--- config.mk ---
export PLATFORM = sky130hd
export DESIGN_NAME = udte_engine
export DESIGN_NICKNAME = d
export VERILOG_FILES = /design/src/core/udte_pkg.sv /design/src/core/udte_buf2.sv /design/src/core/udte_engine.sv
export SDC_FILE = /design/constraint.sdc
export NUM_CORES = 1
export LEC_CHECK = 0
export ABC_AREA = 1
export BUFFER_PORTS_ARGS = -buffer_cell sky130_fd_sc_hd__buf_2
export CORE_ASPECT_RATIO = 1.1
export CORE_MARGIN = 1
export CORE_UTILIZATION = 30
export CTS_BUF_LIST = sky130_fd_sc_hd__clkbuf_8 sky130_fd_sc_hd__clkbuf_16
export CTS_CLUSTER_SIZE = 28
export DETAILED_ROUTE_END_ITERATION = 7
export HOLD_SLACK_MARGIN = 0.15
export SLEW_MARGIN = 40
export SYNTH_ARGS = -nofsm -noshare
export SYNTH_HDL_FRONTEND = slang
export SYNTH_SLANG_ARGS = --single-unit
--- constraint.sdc ---
create_clock -name clk -period 2.34 [get_ports clk]
set_input_delay 0 -clock clk [delete_from_list [all_inputs] [get_ports clk]]
set_output_delay 0 -clock clk [all_outputs]
set_load 0.01 [all_outputs]
--- src/core/udte_pkg.sv ---
// Shared constants and types for the USB device transaction engine
package udte_pkg;
   // Token kinds as delivered by the packet layer
   localparam logic [1:0] UDTE_TOK_OUT = 2'h0;
   localparam logic [1:0] UDTE_TOK_IN = 2'h1;
   localparam logic [1:0] UDTE_TOK_SETUP = 2'h2;
   // Handshake codes handed to the packet layer
   localparam logic [1:0] UDTE_HS_ACK = 2'h0;
   localparam logic [1:0] UDTE_HS_NAK = 2'h1;
   localparam logic [1:0] UDTE_HS_STALL = 2'h2;
   // Endpoint field codes
   localparam logic [3:0] UDTE_EP0_CODE = 4'h0;
   localparam logic [3:0] UDTE_EP1_CODE = 4'h1;
   localparam logic [3:0] UDTE_EP2_CODE = 4'h2;
   // Reset values
   localparam logic [6:0] UDTE_ADDR_RST = 7'h00;
   localparam logic [2:0] UDTE_TOG_RST = 3'h0;
   // Setup data length and buffer geometry
   localparam logic [3:0] UDTE_SETUP_LEN = 4'h8;
   localparam int UDTE_BUF_W = 11;
   // Transaction states
   typedef enum logic [1:0] {
      UDTE_IDLE = 2'b00,
      UDTE_RX = 2'b01,
      UDTE_TX = 2'b10
   } udte_state_t;
endpackage

--- src/core/udte_buf2.sv ---
// Two-entry valid/ready buffer with registered outputs
`timescale 1ns/100ps
module udte_buf2
   import udte_pkg::*;
(
   input wire logic clk,
   input wire logic sys_rst,
   input wire logic in_valid,
   output logic in_ready,
   input wire logic [UDTE_BUF_W-1:0] in_data,
   output logic out_valid,
   input wire logic out_ready,
   output logic [UDTE_BUF_W-1:0] out_data
);
   logic [UDTE_BUF_W-1:0] skid_q;
   logic skid_v_q;
   wire push = in_valid && in_ready;
   wire pop = out_valid && out_ready;

   ////////////////////////////////////////////////////////////////////////
   // Head register drives out_data; skid holds a second word on stall
   always_ff @(posedge clk or posedge sys_rst) begin
      if (sys_rst) begin
         out_valid <= 1'b0;
         out_data <= '0;
         skid_q <= '0;
         skid_v_q <= 1'b0;
         in_ready <= 1'b1;
      end else begin
         if (!out_valid || pop) begin
            out_valid <= skid_v_q || push;
            out_data <= skid_v_q ? skid_q : in_data;
            skid_q <= in_data;
            skid_v_q <= skid_v_q && push;
            in_ready <= 1'b1;
         end else if (push) begin
            skid_q <= in_data;
            skid_v_q <= 1'b1;
            in_ready <= 1'b0; // Both entries now full
         end
      end
   end
endmodule // udte_buf2

--- src/core/udte_engine.sv ---
// USB device transaction engine: handshakes, data toggles, control stages
`timescale 1ns/100ps
module udte_engine
   import udte_pkg::*;
(
   input wire logic clk,
   input wire logic sys_rst,
   // Token from the packet layer
   input wire logic tok_valid,
   input wire logic [1:0] tok_kind,
   input wire logic [6:0] tok_addr,
   input wire logic [3:0] tok_endp,
   // Received data packet bytes and end
   input wire logic rx_valid,
   input wire logic [7:0] rx_byte,
   output logic rx_ready,
   input wire logic rx_done,
   input wire logic rx_err,
   input wire logic rx_data1,
   // Host handshake after our data packet
   input wire logic host_ack,
   input wire logic host_timeout,
   // Transmit requests to the packet layer
   output logic tx_start,
   output logic [1:0] tx_ep,
   output logic tx_data1,
   output logic hs_send,
   output logic [1:0] hs_code,
   // Software side: endpoint readiness, stalls, address, status stage
   input wire logic ep0_rx_ok,
   input wire logic ep1_rx_ok,
   input wire logic ep0_tx_rdy,
   input wire logic ep2_tx_rdy,
   input wire logic [2:0] ep_halt,
   input wire logic status_stage,
   input wire logic addr_load,
   input wire logic [6:0] addr_new,
   // Received stream to software
   output logic sw_valid,
   input wire logic sw_ready,
   output logic [7:0] sw_byte,
   output logic sw_setup,
   output logic [1:0] sw_ep,
   // Completion pulse per acknowledged transaction, then the current device address
   output logic done,
   output logic [1:0] done_ep,
   output logic [6:0] dev_addr
);
   udte_state_t state_q, state_d;
   logic [2:0] tog_q;
   logic [1:0] ep_q;
   logic setup_q, take_q, halt_q;
   logic [UDTE_BUF_W-1:0] sw_word;

   ////////////////////////////////////////////////////////////////////////
   // Token decode: address match and endpoint legality
   wire addr_hit = (tok_addr == dev_addr);
   wire ep_legal = (tok_endp == UDTE_EP0_CODE) || (tok_endp == UDTE_EP1_CODE)
                   || (tok_endp == UDTE_EP2_CODE);
   wire [1:0] tok_ep = tok_endp[1:0];
   wire tok_hit = tok_valid && addr_hit && ep_legal && (state_q == UDTE_IDLE);
   wire is_setup = tok_kind == UDTE_TOK_SETUP;
   wire is_in = tok_kind == UDTE_TOK_IN;
   wire is_out = tok_kind == UDTE_TOK_OUT;
   // SETUP goes to endpoint 0 only
   wire setup_go = tok_hit && is_setup && (tok_ep == 2'h0);
   // Fixed directions: 0 both ways, 1 receive, 2 transmit
   wire out_dir_ok = (tok_ep != 2'h2);
   wire in_dir_ok = (tok_ep != 2'h1);
   wire out_go = tok_hit && is_out;
   wire in_go = tok_hit && is_in;
   wire in_halt = !in_dir_ok || ep_halt[tok_ep];
   wire in_rdy = (tok_ep == 2'h0) ? ep0_tx_rdy : ep2_tx_rdy;
   wire out_rdy = (tok_ep == 2'h0) ? ep0_rx_ok : ep1_rx_ok;
   wire in_send = in_go && !in_halt && in_rdy;
   // Received data end: no handshake on error
   wire rx_end = (state_q == UDTE_RX) && rx_done;
   wire rx_good = rx_end && !rx_err;
   // Toggle check on OUT data; setup always DATA0
   wire tog_match = setup_q ? !rx_data1 : (rx_data1 == tog_q[ep_q]);
   wire out_ack = rx_good && !halt_q && take_q;
   wire tx_end_ack = (state_q == UDTE_TX) && host_ack;
   wire tx_end_lost = (state_q == UDTE_TX) && host_timeout;
   // Bytes reach software only when the stage accepts them
   wire push = (state_q == UDTE_RX) && rx_valid && take_q && !halt_q;
   assign sw_word = {setup_q, ep_q, rx_byte};

   ////////////////////////////////////////////////////////////////////////
   // Transaction state sequence
   always_comb begin
      state_d = state_q;
      unique case (state_q)
         UDTE_IDLE: begin
            if (setup_go || (out_go && tok_ep != 2'h0) || (out_go && out_dir_ok)) begin
               state_d = UDTE_RX;
            end else if (in_send) begin
               state_d = UDTE_TX;
            end
         end
         UDTE_RX: begin
            if (rx_done) begin
               state_d = UDTE_IDLE;
            end
         end
         UDTE_TX: begin
            if (host_ack || host_timeout) begin
               state_d = UDTE_IDLE;
            end
         end
         default: state_d = UDTE_IDLE;
      endcase
   end

   // Stage flags captured at the token
   always_ff @(posedge clk or posedge sys_rst) begin
      if (sys_rst) begin
         state_q <= UDTE_IDLE;
         ep_q <= 2'h0;
         setup_q <= 1'b0;
         take_q <= 1'b0;
         halt_q <= 1'b0;
      end else begin
         state_q <= state_d;
         if (tok_hit) begin
            ep_q <= tok_ep;
            setup_q <= is_setup;
            take_q <= is_setup || out_rdy; // Setup is never refused
            halt_q <= !is_setup && (!out_dir_ok || ep_halt[tok_ep]);
         end
      end
   end

   ////////////////////////////////////////////////////////////////////////
   // Per-endpoint toggles; setup forces DATA1 next, status stage DATA1
   always_ff @(posedge clk or posedge sys_rst) begin
      if (sys_rst) begin
         tog_q <= UDTE_TOG_RST;
      end else if (rx_good && setup_q) begin
         tog_q[0] <= 1'b1;
      end else if (status_stage) begin
         tog_q[0] <= 1'b1;
      end else if ((out_ack && tog_match) || tx_end_ack) begin
         tog_q[ep_q] <= ~tog_q[ep_q];
      end
   end

   // Device address, zero until software loads a new one
   always_ff @(posedge clk or posedge sys_rst) begin
      if (sys_rst) begin
         dev_addr <= UDTE_ADDR_RST;
      end else if (addr_load) begin
         dev_addr <= addr_new;
      end
   end

   ////////////////////////////////////////////////////////////////////////
   // Handshake and data start pulses toward the packet layer
   always_ff @(posedge clk or posedge sys_rst) begin
      if (sys_rst) begin
         hs_send <= 1'b0;
         hs_code <= UDTE_HS_ACK;
         tx_start <= 1'b0;
         tx_ep <= 2'h0;
         tx_data1 <= 1'b0;
      end else begin
         hs_send <= (in_go && !in_send) || rx_good;
         tx_start <= in_send;
         if (in_go) begin
            tx_ep <= tok_ep;
            tx_data1 <= tog_q[tok_ep];
            hs_code <= in_halt ? UDTE_HS_STALL : UDTE_HS_NAK;
         end else if (rx_good) begin
            // Stall only after the host's data packet
            hs_code <= halt_q ? UDTE_HS_STALL :
                       (take_q ? UDTE_HS_ACK : UDTE_HS_NAK);
         end
      end
   end

   // Completion pulse: acknowledged receive or acknowledged send
   always_ff @(posedge clk or posedge sys_rst) begin
      if (sys_rst) begin
         done <= 1'b0;
         done_ep <= 2'h0;
      end else begin
         done <= out_ack || tx_end_ack;
         if (out_ack || tx_end_ack) begin
            done_ep <= ep_q;
         end
      end
   end

   ////////////////////////////////////////////////////////////////////////
   // Two-entry buffer keeps bytes when software stalls
   udte_buf2 u_buf (
      .clk(clk),
      .sys_rst(sys_rst),
      .in_valid(push),
      .in_ready(rx_ready),
      .in_data(sw_word),
      .out_valid(sw_valid),
      .out_ready(sw_ready),
      .out_data({sw_setup, sw_ep, sw_byte})
   );
endmodule // udte_engine

==> results.sh <==
export IMPL_place_congestion=0.881
export IMPL_path_class="reg -> reg"
export IMPL_powerDensity_nw_per_um2=538
export IMPL_slowest_stage="dlygate4sd3_1"
export IMPL_worstPathArrival_ps=2420
export IMPL_synth_seq_area_share_pct=51.5
export IMPL_core_area_sq_um=8040
export IMPL_holdWs_ps=162
export IMPL_ys_warn_count=0
export IMPL_rows=34
export IMPL_clk_latency_ps=310
export IMPL_num_vias=2436
export IMPL_ys_types=27
export IMPL_setup_worst_path_end_class="register"
export IMPL_cts_setup_buffers=0
export IMPL_synth_edf_count=0
export IMPL_clock_path_buffers=2
export IMPL_place_hpwl_mm=4.71
export IMPL_final_hold_violation_count=0
export IMPL_status="complete, no violations"
export IMPL_root_buffer="clkbuf_8"
export IMPL_globalRouteOverflowTotal=0
export IMPL_mostFrequentLayoutCell="buf_2"
export IMPL_ctsHoldBuffers=46
export IMPL_grt_first_pass_wirelength_mm=11.4
export IMPL_worstHoldPathType="in -> reg"
export IMPL_p_leak_nw=1.84
export IMPL_tns_ps=0
export IMPL_setup_viol_count_final=0
export IMPL_die_height_um=98.3
export IMPL_drive_gt1_share_pct=25.2
export IMPL_pin_count=77
export IMPL_grt_pass1_vias=2507
export IMPL_synth_nets=349
export IMPL_die_width_um=89.6
export IMPL_drt_initial_drc_count=66
export IMPL_antenna_cells=0
export IMPL_die_area_sq_um=8810
export IMPL_drv_slew=0
export IMPL_synthCells=302
export IMPL_cp_top_family="buffers and inverters"
export IMPL_viasPerCell=4.54
export IMPL_cp_start_kind="register"
export IMPL_ys_seq_elements=52
export IMPL_path_cells="inv_1, nand2_1, o31ai_1, dlygate4sd3_1, a21oi_1, a21oi_1, dlygate4sd3_1"
export IMPL_fillCellCount=814
export IMPL_max_freq_mhz=461
export IMPL_clock_skew_final_ps=7.09
export IMPL_cts_tree="yes"
export IMPL_final_cell_mix="76 x buf_2, 69 x nand2_1, 51 x dfrtp_1"
export IMPL_cap_violations=0
export IMPL_crit_buf_inv=3
export IMPL_drt_total_wl_mm=6.77
export IMPL_cts_sinks=52
export IMPL_rsz0062_at_grt="false"
export IMPL_nNetsFinal=475
export IMPL_cp_required_ps=2590
export IMPL_io_buffers=76
export IMPL_critPathMaxStageDelay_ps=600
export IMPL_synth_area_sq_um=2530
export IMPL_first_pass_iters=4
export IMPL_numCtsBuffers=5
export IMPL_placed_cell_area_sq_um=3040
export IMPL_ys_flop_type="dfrtp_1"
export IMPL_tightest_slew_ps=602
export IMPL_antenna_found_initial=0
export IMPL_wl_per_cell_um=12.6
export IMPL_period_needed_ps=2170
export IMPL_h_tree_depth=2
export IMPL_syn2layout_area_growth_pct=42.7
export IMPL_peakVddDrop_uv=238
export IMPL_post_route_cell_area_sq_um=3610
export IMPL_cp_max_fo=3
export IMPL_cts_resized_gates=0
export IMPL_grtUsageTotal_pct=16.8
export IMPL_drc=0
export IMPL_grt_max_degree=30
export IMPL_path_clk_slew_ps=90
export IMPL_synth_area_per_cell_sq_um=8.38
export IMPL_ant_nets=0
export IMPL_async_reset_ff_share_pct=100
export IMPL_slew_headroom_pct=59.8
export IMPL_post_route_period_util_pct=92.7
export IMPL_start_util_pct=31.5
## final timing paths
kind,start,slack [ps],cells past startpoint,end
setup / recovery,state_q[0],170,7,state_q[1]
hold / removal,ep2_tx_rdy,160,6,hs_send
setup reg to reg,state_q[0],170,7,state_q[1]
hold reg to reg,tx_data1,500,2,tx_data1
max in group asynchronous,sys_rst,1300,4,u_buf.in_ready
min in group asynchronous,sys_rst,300,3,u_buf.skid_q[4]
## cell usage after synthesis, types with 2 or more instances
| library cell | number | area, sq um |
|---|---|---|
| a21oi_1 | 31 | 155 |
| clkbuf_1 | 5 | 18.8 |
| dfrtp_1 | 51 | 1280 |
| inv_1 | 40 | 150 |
| mux2_2 | 11 | 124 |
| nand2_1 | 69 | 259 |
| nand3_1 | 19 | 95.1 |
| nand4_1 | 5 | 31.3 |
| nor2_1 | 35 | 131 |
| nor2_2 | 3 | 18.8 |
| nor3_1 | 2 | 10.0 |
| o21ai_0 | 13 | 65.1 |
| o22ai_1 | 2 | 12.5 |
| xnor2_1 | 3 | 26.3 |
## area by class of cell
| type | count | area, sq um | area share, % |
|---|---|---|---|
| Clock buffer | 5 | 68.8 | 1.91 |
| Clock inverter | 3 | 42.5 | 1.18 |
| Inverter | 40 | 150 | 4.16 |
| Multi-Input combinational cell | 203 | 1040 | 28.8 |
| Sequential cell | 52 | 1300 | 36.1 |
| Tap cell | 108 | 135 | 3.74 |
| Timing Repair Buffer | 126 | 871 | 24.1 |
## tightest hold or removal path: cells and delay by family
family | cells | cell delay [ps]
buf+inv | 2 | 140
simple gates | 4 | 300
## sequential cells by signal, indices dropped and copies added, names as in the netlist, 2 cells and up
signal / count
ep_q: 2
u_buf.skid_q: 11
hs_code: 2
tog_q: 3
state_q: 2
u_buf.out_data: 11
done_ep: 2
dev_addr: 7
tx_ep: 2
## metrics by stage
| step | cells | total power, mW | setup WS (ps) | utilization [%] |
|---|---|---|---|---|
| after global placement | 483 | 1.26 | 699 | 37.8 |
| after CTS | 537 | 1.97 | 208 | 44.9 |
| after global routing | 537 | 2.05 | 73.2 | 44.9 |
| after floorplan | 302 | 1.15 | 775 | - |
| final | 537 | 1.94 | 171 | 44.9 |
| after detailed placement | 483 | 1.27 | 655 | 37.8 |
## layer usage
metal  global-route usage, %  share of wire (%)
met4                    5.98                1.9
met1                    19.0                 42
met3                    3.47                5.3
met5                       0                  0
met2                    30.5                 50
## kinds of logic (layout without fill, tap and decap cells)
| family | Yosys count | after routing | share of synthesized area, % |
|---|---|---|---|
| AO/OA/AOI/OAI | 50 | 50 | 11.0 |
| XOR/XNOR | 4 | 4 | 1.39 |
| buffers and inverters | 47 | 174 | 7.42 |
| flip-flops | 52 | 52 | 51.5 |
| multiplexers | 11 | 11 | 4.90 |
| AND/OR/NAND/NOR | 138 | 138 | 23.8 |
## report_power, final
group | switching (mW) | internal [mW] | leakage [nW]
logic | 0.157 | 0.163 | 1.17
registers | 0.0421 | 0.953 | 0.613
clock network | 0.309 | 0.319 | 0.0599
total | 0.508 | 1.43 | 1.84
No activity file was read; power rests on OpenSTA's default activity.
